==> config.mk <==
export PLATFORM = sky130hd
export DESIGN_NAME = ecl_loader
export DESIGN_NICKNAME = d
export VERILOG_FILES = /design/src/rtl/ecl_pkg.sv /design/src/rtl/ecl_avmm_slave.sv /design/src/rtl/ecl_loader.sv /design/src/rtl/ecl_word_decode.sv
export SDC_FILE = /design/constraint.sdc
export NUM_CORES = 1
export LEC_CHECK = 0
export ABC_AREA = 1
export BUFFER_PORTS_ARGS = -buffer_cell sky130_fd_sc_hd__buf_2
export CAP_MARGIN = 20
export CORE_MARGIN = 1
export CORE_UTILIZATION = 45
export CTS_CLUSTER_SIZE = 28
export DETAILED_ROUTE_END_ITERATION = 8
export PLACE_DENSITY = 0.71
export SLEW_MARGIN = 5
export SYNTH_ARGS = -nofsm -noshare
export SYNTH_HDL_FRONTEND = slang
export SYNTH_SLANG_ARGS = --single-unit
==> constraint.sdc <==
create_clock -name clk -period 3.4 [get_ports clk]
set_input_delay 1.02 -clock clk [delete_from_list [all_inputs] [get_ports clk]]
set_output_delay 1.02 -clock clk [all_outputs]
set_load 0.01 [all_outputs]
==> src/rtl/ecl_pkg.sv <==
// shared constants, field layouts and carrier types of the configuration word loader
package ecl_pkg;

    // widths of the load port and the register bus
    localparam int LD_AW = 8;
    localparam int LD_DW = 16;
    localparam int AV_AW = 8;
    localparam int AV_DW = 32;
    localparam int NPORT = 4;

    // load word addresses in the configuration memory
    localparam logic [LD_AW-1:0] LW_SLOT_P0 = 8'h60;
    localparam logic [LD_AW-1:0] LW_SLOT_P3 = 8'h66;
    localparam logic [LD_AW-1:0] LW_PWR_P0  = 8'h70;
    localparam logic [LD_AW-1:0] LW_PWR_P3  = 8'h76;
    localparam logic [LD_AW-1:0] LW_PM_P0   = 8'h80;

    // port numbers used by the decoder and the checks
    localparam logic [1:0] PORT0 = 2'h0;
    localparam logic [1:0] PORT2 = 2'h2;
    localparam logic [1:0] PORT3 = 2'h3;

    // slot word field positions
    localparam int SW_SLOT   = 0;   // to C0h bit 24
    localparam int SW_CLK    = 1;   // to D0h bit 28
    localparam int SW_DSI    = 2;   // to 40h bit 21
    localparam int SW_LOW_PRIORITY_CHANNEL_COUNT   = 3;   // to 144h bit 4
    localparam int SW_PN_LSB = 4;   // to CCh bits 26:24
    localparam int SW_PN_MSB = 6;
    localparam int SW_TC_LSB = 9;   // to 154h bits 7:1
    localparam int SW_TC_MSB = 15;

    // power budget word field positions
    localparam int PW_BP_LSB = 0;   // to 214h bits 7:0
    localparam int PW_BP_MSB = 7;
    localparam int PW_DS_LSB = 8;   // to 214h bits 9:8
    localparam int PW_DS_MSB = 9;
    localparam int PW_PM_LSB = 10;  // to 214h bits 14:13
    localparam int PW_PM_MSB = 11;
    localparam int PW_SYS    = 15;  // to 218h bit 0

    // port 0 power management word field positions
    localparam int MW_CTL_LSB = 0;  // to 74h bits 13:8
    localparam int MW_CTL_MSB = 5;
    localparam int MW_RXPOL   = 6;  // to 74h bit 14
    localparam int MW_VGA     = 7;  // to 70h bit 31
    localparam int MW_PHY_LSB = 8;  // to 88h bits 31:24
    localparam int MW_PHY_MSB = 15;

    // register byte addresses
    localparam logic [AV_AW-1:0] REG_CTRL  = 8'h00;
    localparam logic [AV_AW-1:0] REG_STAT  = 8'h04;
    localparam logic [AV_AW-1:0] REG_SLOT0 = 8'h10;
    localparam logic [AV_AW-1:0] REG_PWR0  = 8'h20;
    localparam logic [AV_AW-1:0] REG_PM0   = 8'h30;
    localparam logic [AV_AW-1:0] REG_STEP  = 8'h04;

    // control and status bit positions, reset values
    localparam int   CTRL_LOAD_EN = 0;
    localparam int   CTRL_CLEAR   = 1;
    localparam int   STAT_DONE    = 16;
    localparam logic CTRL_LOAD_RST = 1'b1;

    // kind of a load word
    typedef enum logic [1:0] {
        K_NONE = 2'b00,
        K_SLOT = 2'b01,
        K_PWR  = 2'b10,
        K_PM0  = 2'b11
    } ecl_kind_e;

    // bus handshake states
    typedef enum logic {
        BS_IDLE = 1'b0,
        BS_DONE = 1'b1
    } ecl_bus_e;

    // decoded load word address
    typedef struct packed {
        ecl_kind_e  kind;
        logic [1:0] port;
    } ecl_hit_s;

    // per-port slot, clock, init, channel, numbering, mapping bits
    typedef struct packed {
        logic [6:0] tc_vc0_map;
        logic [2:0] port_num;
        logic       low_priority_channel_count;
        logic       dsi_required;
        logic       conn_clock;
        logic       slot_impl;
    } ecl_slot_cfg_s;

    // per-port power budget bits
    typedef struct packed {
        logic       sys_alloc;
        logic [1:0] pm_state;
        logic [1:0] data_scale;
        logic [7:0] base_power;
    } ecl_pwr_cfg_s;

    // port 0 power management and phy bits
    typedef struct packed {
        logic [7:0] phy_vendor_control_five;
        logic       vga_decode_en;
        logic       rx_pol_disable;
        logic [5:0] pm_ctrl;
    } ecl_pm0_cfg_s;

endpackage : ecl_pkg

==> src/rtl/ecl_avmm_slave.sv <==
// avalon-mm handshake with one wait state and registered read data
`timescale 1ns/100ps
`default_nettype none
module ecl_avmm_slave
    import ecl_pkg::*;
(
    // clock, reset, enable
    input  wire logic             clk,
    input  wire logic             rst,
    input  wire logic             ce,
    // bus request side
    input  wire logic             avs_read,
    input  wire logic             avs_write,
    output logic                  avs_waitrequest,
    output logic [AV_DW-1:0]      avs_readdata,
    // register file side
    input  wire logic [AV_DW-1:0] rd_value,
    output logic                  wr_go
);

    ecl_bus_e         st_r;        // handshake state
    logic             req;         // a request is present
    logic [AV_DW-1:0] rdata_r;     // captured read data

    assign req = avs_read | avs_write;

    // wait is released only in the completion cycle while enabled
    assign avs_waitrequest = req & ~(st_r == BS_DONE && ce);
    // write commits at the edge where wait is seen low
    assign wr_go        = avs_write & st_r == BS_DONE & ce;
    assign avs_readdata = rdata_r;

    // one wait state: capture, then complete
    always_ff @(posedge clk) begin
        if (rst) begin
            st_r <= BS_IDLE;
        end else if (ce) begin
            case (st_r)
                BS_IDLE: st_r <= req ? BS_DONE : BS_IDLE;
                BS_DONE: st_r <= BS_IDLE;
                default: st_r <= BS_IDLE;
            endcase
        end
    end

    // read data sampled in the first cycle, stable through completion
    always_ff @(posedge clk) begin
        if (rst) begin
            rdata_r <= '0;
        end else if (ce && st_r == BS_IDLE && avs_read) begin
            rdata_r <= rd_value;
        end
    end

endmodule : ecl_avmm_slave
`default_nettype wire

==> src/rtl/ecl_loader.sv <==
// configuration word loader: maps memory load words into per-port configuration bits
`timescale 1ns/100ps
`default_nettype none
module ecl_loader
    import ecl_pkg::*;
(
    // clock, reset, enable
    input  wire logic             clk,
    input  wire logic             rst,
    input  wire logic             ce,
    // load words from the memory reader
    input  wire logic             ld_valid,
    input  wire logic [LD_AW-1:0] ld_addr,
    input  wire logic [LD_DW-1:0] ld_data,
    input  wire logic             ld_done,
    // avalon-mm register bus
    input  wire logic [AV_AW-1:0] avs_address,
    input  wire logic             avs_read,
    input  wire logic             avs_write,
    input  wire logic [AV_DW-1:0] avs_writedata,
    input  wire logic [3:0]       avs_byteenable,
    output logic [AV_DW-1:0]      avs_readdata,
    output logic                  avs_waitrequest,
    // loaded configuration bits
    output ecl_slot_cfg_s         slot_cfg [NPORT],
    output ecl_pwr_cfg_s          pwr_cfg  [NPORT],
    output ecl_pm0_cfg_s          pm0_cfg,
    output logic                  load_done
);

    ecl_hit_s         hit;              // decoded load address
    logic             load_en_r;        // software enable of word acceptance
    logic             done_r;           // sticky end-of-load flag
    logic [15:0]      word_cnt_r;       // count of accepted mapped words
    logic             wr_go;            // write commits this edge
    logic [AV_DW-1:0] rd_value;         // read mux output
    logic             wr_ctrl;          // write to control register
    logic             clr;              // clear request from software
    logic             acc;              // a load word is taken this edge
    ecl_slot_cfg_s    slot_r [NPORT];   // slot bits per port
    ecl_pwr_cfg_s     pwr_r  [NPORT];   // power budget bits per port
    ecl_pm0_cfg_s     pm0_r;            // port 0 pm bits

    // map slot word fields to their configuration bits
    function automatic ecl_slot_cfg_s slot_map(input logic [LD_DW-1:0] w);
        ecl_slot_cfg_s s;
        s.slot_impl                  = w[SW_SLOT];
        s.conn_clock                 = w[SW_CLK];
        s.dsi_required               = w[SW_DSI];
        s.low_priority_channel_count = w[SW_LOW_PRIORITY_CHANNEL_COUNT];
        s.port_num                   = w[SW_PN_MSB:SW_PN_LSB];
        s.tc_vc0_map                 = w[SW_TC_MSB:SW_TC_LSB];
        return s;
    endfunction : slot_map

    // map power budget word fields
    function automatic ecl_pwr_cfg_s pwr_map(input logic [LD_DW-1:0] w);
        ecl_pwr_cfg_s s;
        s.base_power = w[PW_BP_MSB:PW_BP_LSB];
        s.data_scale = w[PW_DS_MSB:PW_DS_LSB];
        s.pm_state   = w[PW_PM_MSB:PW_PM_LSB];
        s.sys_alloc  = w[PW_SYS];
        return s;
    endfunction : pwr_map

    // address classifier of load words
    ecl_word_decode u_dec (
        .ld_addr (ld_addr),
        .hit     (hit)
    );

    // bus handshake
    ecl_avmm_slave u_bus (
        .clk             (clk),
        .rst             (rst),
        .ce              (ce),
        .avs_read        (avs_read),
        .avs_write       (avs_write),
        .avs_waitrequest (avs_waitrequest),
        .avs_readdata    (avs_readdata),
        .rd_value        (rd_value),
        .wr_go           (wr_go)
    );

    // control write decode, only the low byte lane carries control bits
    assign wr_ctrl = wr_go && avs_address == REG_CTRL && avs_byteenable[0];
    assign clr     = wr_ctrl && avs_writedata[CTRL_CLEAR];
    // words are taken only while enabled and not being cleared
    assign acc     = ce && ld_valid && load_en_r && !clr;

    // load enable bit
    always_ff @(posedge clk) begin
        if (rst) begin
            load_en_r <= CTRL_LOAD_RST;
        end else if (ce && wr_ctrl) begin
            load_en_r <= avs_writedata[CTRL_LOAD_EN];
        end
    end

    // done flag: the end-of-load event wins over a clear
    always_ff @(posedge clk) begin
        if (rst) begin
            done_r <= 1'b0;
        end else if (ce) begin
            if (ld_done) begin
                done_r <= 1'b1;
            end else if (clr) begin
                done_r <= 1'b0;
            end
        end
    end

    // accepted word counter, counts mapped words only
    always_ff @(posedge clk) begin
        if (rst) begin
            word_cnt_r <= '0;
        end else if (ce) begin
            if (clr) begin
                word_cnt_r <= '0;
            end else if (acc && hit.kind != K_NONE) begin
                word_cnt_r <= word_cnt_r + 16'h0001;
            end
        end
    end

    // per-port slot and power budget registers
    for (genvar p = 0; p < NPORT; p++) begin : g_port
        // slot words 60h..66h, one per port
        always_ff @(posedge clk) begin
            if (rst) begin
                slot_r[p] <= '0;
            end else if (ce) begin
                if (clr) begin
                    slot_r[p] <= '0;
                end else if (acc && hit.kind == K_SLOT && hit.port == 2'(p)) begin
                    slot_r[p] <= slot_map(ld_data);
                end
            end
        end
        // power budget words 70h..76h, one per port
        always_ff @(posedge clk) begin
            if (rst) begin
                pwr_r[p] <= '0;
            end else if (ce) begin
                if (clr) begin
                    pwr_r[p] <= '0;
                end else if (acc && hit.kind == K_PWR && hit.port == 2'(p)) begin
                    pwr_r[p] <= pwr_map(ld_data);
                end
            end
        end
        assign slot_cfg[p] = slot_r[p];
        assign pwr_cfg[p]  = pwr_r[p];
    end

    // port 0 power management word 80h
    always_ff @(posedge clk) begin
        if (rst) begin
            pm0_r <= '0;
        end else if (ce) begin
            if (clr) begin
                pm0_r <= '0;
            end else if (acc && hit.kind == K_PM0) begin
                pm0_r.pm_ctrl                 <= ld_data[MW_CTL_MSB:MW_CTL_LSB];
                pm0_r.rx_pol_disable          <= ld_data[MW_RXPOL];
                pm0_r.vga_decode_en           <= ld_data[MW_VGA];
                pm0_r.phy_vendor_control_five <= ld_data[MW_PHY_MSB:MW_PHY_LSB];
            end
        end
    end

    assign pm0_cfg   = pm0_r;
    assign load_done = done_r;

    // register read mux, unmapped addresses read zero
    always_comb begin
        rd_value = '0;
        if (avs_address == REG_CTRL) begin
            rd_value[CTRL_LOAD_EN] = load_en_r;
        end else if (avs_address == REG_STAT) begin
            rd_value = {15'h0000, done_r, word_cnt_r};
        end else if (avs_address == REG_PM0) begin
            rd_value = {16'h0000, pm0_r};
        end else begin
            for (int i = 0; i < NPORT; i++) begin
                if (avs_address == REG_SLOT0 + AV_AW'(i) * REG_STEP) begin
                    rd_value = {16'h0000, slot_r[i].tc_vc0_map, 2'h0, slot_r[i].port_num,
                                slot_r[i].low_priority_channel_count, slot_r[i].dsi_required,
                                slot_r[i].conn_clock, slot_r[i].slot_impl};
                end else if (avs_address == REG_PWR0 + AV_AW'(i) * REG_STEP) begin
                    rd_value = {16'h0000, pwr_r[i].sys_alloc, 3'h0, pwr_r[i].pm_state,
                                pwr_r[i].data_scale, pwr_r[i].base_power};
                end
            end
        end
    end

    // checking helpers: what was taken at the previous edge
    logic             slot_q;   // slot word taken
    logic             pwr_q;    // power word taken
    logic             pm0_q;    // port 0 pm word taken
    logic [1:0]       port_q;   // its port
    logic [LD_DW-1:0] data_q;   // its data

    // capture the accepted word for the checks
    always_ff @(posedge clk) begin
        slot_q <= acc && hit.kind == K_SLOT;
        pwr_q  <= acc && hit.kind == K_PWR;
        pm0_q  <= acc && hit.kind == K_PM0;
        port_q <= hit.port;
        data_q <= ld_data;
    end
endmodule : ecl_loader
`default_nettype wire

==> src/rtl/ecl_word_decode.sv <==
// decoder from a load word address to its kind and port
`timescale 1ns/100ps
`default_nettype none
module ecl_word_decode
    import ecl_pkg::*;
(
    // load word address
    input  wire logic [LD_AW-1:0] ld_addr,
    // decoded kind and port
    output ecl_hit_s              hit
);

    // classify one address; odd addresses and gaps map to none
    function automatic ecl_hit_s decode(input logic [LD_AW-1:0] a);
        ecl_hit_s         h;
        logic [LD_AW-1:0] d;
        h = '{kind: K_NONE, port: 2'h0};
        d = '0;
        if (a[0] == 1'b0 && a >= LW_SLOT_P0 && a <= LW_SLOT_P3) begin
            d = a - LW_SLOT_P0;
            h = '{kind: K_SLOT, port: d[2:1]};
        end else if (a[0] == 1'b0 && a >= LW_PWR_P0 && a <= LW_PWR_P3) begin
            d = a - LW_PWR_P0;
            h = '{kind: K_PWR, port: d[2:1]};
        end else if (a == LW_PM_P0) begin
            h = '{kind: K_PM0, port: PORT0};
        end
        return h;
    endfunction : decode

    // purely combinational lookup
    assign hit = decode(ld_addr);

endmodule : ecl_word_decode
`default_nettype wire
==> summary.txt, run 1 <==
CTS
  • Number of buffers added to fix hold violations after cts: 0
  • Number of buffers inserted to repair setup after CTS: 0
  • Clk_lat worst skew: approximately 0.43 ns
  • H-tree depth: 4
  • Clock tree from TritonCTS: done
  • Maximum clock insertion buffer count: 2
  • Clock net sink count: 160
  • Cts bufs inserted: 17
  • Clk pin slew, worst setup/hold paths: 0.06 ns
  • Cell at the root of the clock tree: clkbuf_16
  • Post-cts sizing count: 0

Setup path
  • Worst-path cell chain: buf_2, nand2_1, inv_1, nor2_1, buf_2
  • Startpoint type of the worst setup path: primary input
  • Worst r2r path cells: 7
  • Most common cell type on the critical path: buf_2
  • Critical Path Sink Type: output port
  • Worst Path Required: 2.38 ns
  • Reg-to-reg critical path endpoint: u_bus.avs_readdata[10]$_SDFFE_PP0P_
  • Worst path top cell family by delay: buffers and inverters
  • Maximum single-stage delay on the critical path: approximately 0.13 ns
  • Critical path peak fanout: 5
  • Critical path buffers and inverters: 3
  • Slowest cell on crit path: buf_2
  • Critical Path AT: 1.50 ns
  • CP Class: primary input to output port
  • Reg2Reg Setup Slack: around 1.5 ns
  • Source of the worst register-to-register timing path: u_bus.st_r$_SDFFE_PP0P_

Layout
  • Area occupied by multi-input gates: around 3000 um2
  • Final nets: 1244
  • Fillers: 1567
  • Register cell area after layout: 4280 um2
  • Ratio of cells with drive above 1 in the final layout: 23.6%
  • Layout area overhead: 23.7%
  • Antenna diodes: 0
  • Most frequent cells in the layout: nand2_1, buf_2, nor2_1
  • Most common cell after layout, fill and taps aside: nand2_1

Detailed routing
  • Detailed-route vias per instance: around 5.3
  • Detailed Route WL: 25.2 mm
  • Iteration-0 DRC count of the detailed router: 814
  • Detail Route Antenna Nets: 0
  • DRC: 0
  • Pre-Repair DR Iteration Count: 6
  • Routed WL per cell: 17.9 um
  • Vias: between 7000 and 8000

Logic synthesis
  • Mean post-synth cell area: 8.16 um2
  • Number of distinct library cells after synthesis: 35
  • Post-synthesis cell area: ~7900 um2
  • Number of synthesis warnings: 0
  • Share of async-settable or async-resettable flops after synthesis: 0%
  • Commonest register cell after synthesis: edfxtp_1
  • Part of the Yosys area used for sequential elements: 54.3%
  • Mapped Cells: 967
  • Number of synthesized register bits: 160
  • Number of synthesized flops with an enable pin: 108

Placement
  • Final weighted congestion of routability-driven global placement: 0.956
  • Half-perimeter wire length after placement: 18.9 mm
  • Buffers on Ports: 184
  • Pre-CTS setup slack: 0.483 ns

Power
  • Leakage Power: 4.54 nW
  • Areal power density over the cells: between 400 and 500 nW/um2
  • Max VDD drop: between 0.3 and 0.4 mV

Global routing
  • Number of global-route vias before repair: 6861
  • Total global-route track usage: around 28%
  • Initial antenna violation count: 0
  • GR Util met3: 5.37%
  • Met1 layer usage reported by global route: 38.1%
  • Global-route wire length before repair: 37.4 mm
  • Overall overflow remaining after global route: 0
  • Pin count of the biggest net entering global routing: 50
  • Global route hottest layer: met2
  • GR Util met2: 43.8%

Timing
  • Max-slew violation count: 0
  • Final hold violation count: 0
  • Post-route worst setup slack: 0.880 ns
  • RSZ-0062 raised after global routing: false
  • Period minus WS final: 2.52 ns
  • Least-Margin Pin Slew: 0.568 ns
  • Share of the cycle needed by the critical path after routing: 74.1%
  • Highest clock frequency the design can meet: 0.397 GHz
  • Relative slew slack: 62.2%
  • Number of failing setup endpoints in the final timing report: 0
  • Clock tree skew after final layout: 0.00584 ns
  • Sum Neg Setup Slack: 0 ns

Status
  • Outcome: finished clean

Floorplanning
  • Area of the placeable core: 17200 um2
  • Chip Height: ~130 um
  • Die ar.: 18100 um2
  • Starting Density: 45.8%
  • I/O pin count: roughly 230
  • Site row count: 48
  • Width of the chip: between 100 and 150 um

Min path
  • Tightest Hold Check Type: flop to flop
  • Capture endpoint of the worst hold path: u_bus.avs_readdata[8]$_SDFFE_PP0P_
  • Min-Delay Startpoint: u_bus.avs_readdata[8]$_SDFFE_PP0P_
  • Cell count of the worst hold path: 2

Flow run
  • Max-cap check violation count: 0
-- layout make-up --
class                      count  area share (%)
inverter                     107            4.11
multi-input combinational    663            30.5
tap                          225            2.88
sequential                   160            43.9
clock buffer                  18            4.39
clock inverter                14            1.68
timing repair buffer         219            12.6
-- cell families after synthesis --
family	share of synthesized area, %
other	0.0475
and+or+nand+nor	29.0
DFF	54.3
buffers and inverters	8.72
AOI/OAI and AO/OA	6.39
xor gates and xnor gates	1.44
adders and majority gates	0.158
-- sequential cells by signal, summed over array words and instances, names as in the netlist --
name and cells:
load_en_r 1, word_cnt_r 16, slot_r 56, u_bus.avs_readdata 17, pwr_r 52, pm0_cfg 16
load_done 1, u_bus.st_r 1
-- where the power goes --
group / internal [W] / switching (W) / total, W
combinational: 0.0000884 / 0.000202 / 0.000291
clock: 0.00115 / 0.000800 / 0.00195
sequential: 0.00212 / 0.0000344 / 0.00215
-- worst reg2reg max path, delay by kind of cell (launching register included) --
family                 cells  cell delay, ns
and+or+nand+nor            5            1.25
AOI/OAI and AO/OA          1            0.12
DFF                        1            0.33
buffers and inverters      1            0.16
-- synthesized netlist by cell type (4+ instances only) --
library cell | count | area [um2]
nand3_1 | 65 | 325
buf_2 | 16 | 80.1
o22ai_1 | 8 | 50.1
nand4_1 | 19 | 119
or2_2 | 9 | 56.3
nor2_1 | 163 | 612
inv_1 | 103 | 387
o21ai_0 | 8 | 40.0
nand2_2 | 4 | 25.0
a21oi_1 | 74 | 370
clkbuf_1 | 15 | 56.3
buf_4 | 18 | 135
edfxtp_1 | 108 | 3240
xor2_1 | 13 | 114
nand2_1 | 252 | 946
dfxtp_1 | 52 | 1040
nand3_2 | 4 | 40.0
nor3_1 | 9 | 45.0
nor2_2 | 6 | 37.5
-- stage by stage --
stage | total power, W | instance area (um2) | utilization (%) | std cells | hold slack (ns)
after global routing | 0.00450 | 9770 | 56.7 | 1406 | 0.482
final | 0.00440 | 9770 | 56.7 | 1406 | 0.465
after CTS | 0.00440 | 9770 | 56.7 | 1406 | 0.467
after detailed placement | 0.00248 | 9180 | 53.2 | 1374 | 0.457
after global placement | 0.00248 | 9180 | 53.2 | 1374 | 0.450
after floorplan | 0.00233 | 7950 | - | 981 | 0.450
-- worst max-delay path by stage --
stage / start / cells past startpoint / to / slack [ns]
2_1_floorplan: ld_addr[7] / 10 / pwr_r[1][0]$_SDFFCE_PN0P_ / 0.70
3_3_place_gp: avs_address[1] / 9 / slot_r[1][6]$_SDFFCE_PN0P_ / 0.49
3_5_place_dp: avs_address[1] / 9 / pwr_r[1][5]$_SDFFCE_PN0P_ / 0.48
4_1_cts: ce / 5 / avs_waitrequest / 0.87
5_1_grt: ld_addr[1] / 10 / pwr_r[1][5]$_SDFFCE_PN0P_ / 0.77
6_report: ce / 5 / avs_waitrequest / 0.88
-- layer usage --
metal | up-vias | wire length, um
met4 | 0 | 918
li1 | 3498 | -
met3 | 54 | 2570
met5 | - | 0
met2 | 460 | 11600
met1 | 3417 | 10100
No activity file was read; power rests on OpenSTA's default activity.
==> run 2, diff against run 1 <==
--- a/config.mk
+++ b/config.mk
@@ -12,7 +12,7 @@
 export CORE_UTILIZATION = 45
 export CTS_CLUSTER_SIZE = 28
 export DETAILED_ROUTE_END_ITERATION = 8
-export PLACE_DENSITY = 0.71
+export PLACE_DENSITY = 0.74
 export SLEW_MARGIN = 5
 export SYNTH_ARGS = -nofsm -noshare
 export SYNTH_HDL_FRONTEND = slang
==> constraint.sdc (replaced) <==
create_clock -name clk -period 2.3 [get_ports clk]
set_input_delay 0.69 -clock clk [delete_from_list [all_inputs] [get_ports clk]]
set_output_delay 0.69 -clock clk [all_outputs]
set_load 0.01 [all_outputs]
==> summary.txt, run 2 (synthesis gave the netlist of run 1 again) <==
Layout
  • Most frequent cells in the layout: nand2_1, buf_2, nor2_1
  • Final nets: 1287
  • Layout area overhead: 27.7%
  • Most common cell after layout, fill and taps aside: nand2_1
  • Ratio of cells with drive above 1 in the final layout: 26.3%
  • Final Non-Filler Cells: 1449
  • Antenna diodes: 0
  • Flip-flop count of the largest register, all copies and words added: 56
  • Register bank with the most flops: slot_r
  • Fillers: 1533

Floorplanning
  • Chip Height: about 130 um
  • I/O pin count: 233
  • Area of the placeable core: roughly 17000 um2
  • Starting Density: between 40% and 50%
  • Die ar.: 18100 um2
  • Width of the chip: approximately 130 um
  • Site row count: 48

Timing
  • Clock tree skew after final layout: 0.00900 ns
  • Final hold violation count: 0
  • Max-slew violation count: 0
  • Least-Margin Pin Slew: just under 0.8 ns
  • Sum Neg Setup Slack: 0 ns
  • Share of the cycle needed by the critical path after routing: 94.3%
  • Period minus WS final: about 2.2 ns
  • Number of failing setup endpoints in the final timing report: 0
  • RSZ-0062 raised after global routing: false
  • Relative slew slack: 47.9%
  • Highest clock frequency the design can meet: 0.461 GHz

Detailed routing
  • Pre-Repair DR Iteration Count: 6
  • Detailed-route vias per instance: 5.27
  • DRC: 0
  • Detailed Route WL: 25.2 mm
  • Detail Route Antenna Nets: 0
  • Routed WL per cell: 17.4 um
  • Vias: 7638
  • Iteration-0 DRC count of the detailed router: 803

Placement
  • Half-perimeter wire length after placement: about 19 mm
  • Final weighted congestion of routability-driven global placement: a little over 0.9
  • Buffers on Ports: 184
  • Placed insts: 1417

CTS
  • Post-cts sizing count: 0
  • Number of buffers inserted to repair setup after CTS: 0
  • H-tree depth: 4
  • Cell at the root of the clock tree: clkbuf_16
  • Number of buffers added to fix hold violations after cts: 0
  • Clk pin slew, worst setup/hold paths: roughly 0.060 ns
  • Clock net sink count: 160
  • Clock tree from TritonCTS: done
  • Maximum clock insertion buffer count: 2
  • Cts bufs inserted: 17
  • Clk_lat worst skew: 0.43 ns

Global routing
  • Total global-route track usage: between 20% and 30%
  • Overall overflow remaining after global route: 0
  • Global-route wire length before repair: 37.5 mm
  • Initial antenna violation count: 0
  • Pin count of the biggest net entering global routing: 50
  • Number of global-route vias before repair: a little under 7000

Power
  • Final Power: 0.00629 W
  • Areal power density over the cells: 624 nW/um2
  • Leakage Power: 4.74 nW
  • Max VDD drop: 0.561 mV

Status
  • Outcome: finished clean

Setup path
  • Reg2Reg Setup Slack: ~0.40 ns
  • Worst Path Required: 2.43 ns
  • Critical Path AT: between 2 and 2.5 ns
  • Critical path peak fanout: 9
  • Startpoint type of the worst setup path: primary input
  • Critical Path Sink Type: flop
  • Worst r2r path cells: 7
  • CP Class: primary input to flop

Flow run
  • Max-cap check violation count: 0

Min path
  • Tightest Hold Check Type: flop to flop
  • Cell count of the worst hold path: 2
run 2: layer usage:
metal,track usage [%],vias up,wire [um]
met4,13.1,0,996
met2,43.7,480,11400
met5,0,-,0
met3,6.23,65,2800
li1,-,3580,-
met1,37.5,3513,9970
run 2: area by class of cell:
| cell class | instances | area [um2] | area share, % |
|---|---|---|---|
| Clock buffer | 17 | 425 | 4.22 |
| Clock inverter | 15 | 119 | 1.18 |
| Inverter | 107 | 402 | 3.98 |
| Multi-Input combinational cell | 663 | 2980 | 29.5 |
| Sequential cell | 160 | 4280 | 42.5 |
| Tap cell | 225 | 282 | 2.79 |
| Timing Repair Buffer | 262 | 1590 | 15.8 |
run 2: path summary, 6_finish.rpt:
path	end	startpoint
setup / recovery	slot_r[2][7]$_SDFFCE_PN0P_	avs_address[1]
hold / removal	u_bus.avs_readdata[13]$_SDFFE_PP0P_	u_bus.avs_readdata[13]$_SDFFE_PP0P_
setup reg to reg	pm0_cfg[9]$_SDFFE_PP0P_	load_en_r$_SDFFE_PP1P_
hold reg to reg	u_bus.avs_readdata[13]$_SDFFE_PP0P_	u_bus.avs_readdata[13]$_SDFFE_PP0P_
run 2: critical path: stages:
cell,delay [ns]
buf_2,0.10
nor2_1,0.24
nand3_2,0.16
nor2_4,0.22
nand3_4,0.12
nand2_1,0.08
clkinv_1,0.27
nand2_1,0.21
buf_4,0.20
run 2: power breakdown:
group / switching, W / internal (W) / total [W]
registers: 0.0000514 / 0.00313 / 0.00318
clock network: 0.00117 / 0.00148 / 0.00264
logic: 0.000304 / 0.000157 / 0.000460
run 2: metrics by stage:
step | utilization (%) | setup slack [ns] | cell area [um2] | hold WS (ns)
floorplan | - | -0.0718 | 7950 | 0.450
global placement | 55.3 | -0.213 | 9540 | 0.454
detailed placement | 55.3 | -0.255 | 9540 | 0.454
CTS | 58.5 | 0.169 | 10100 | 0.464
global route | 58.5 | 0.0226 | 10100 | 0.482
finish | 58.5 | 0.130 | 10100 | 0.460
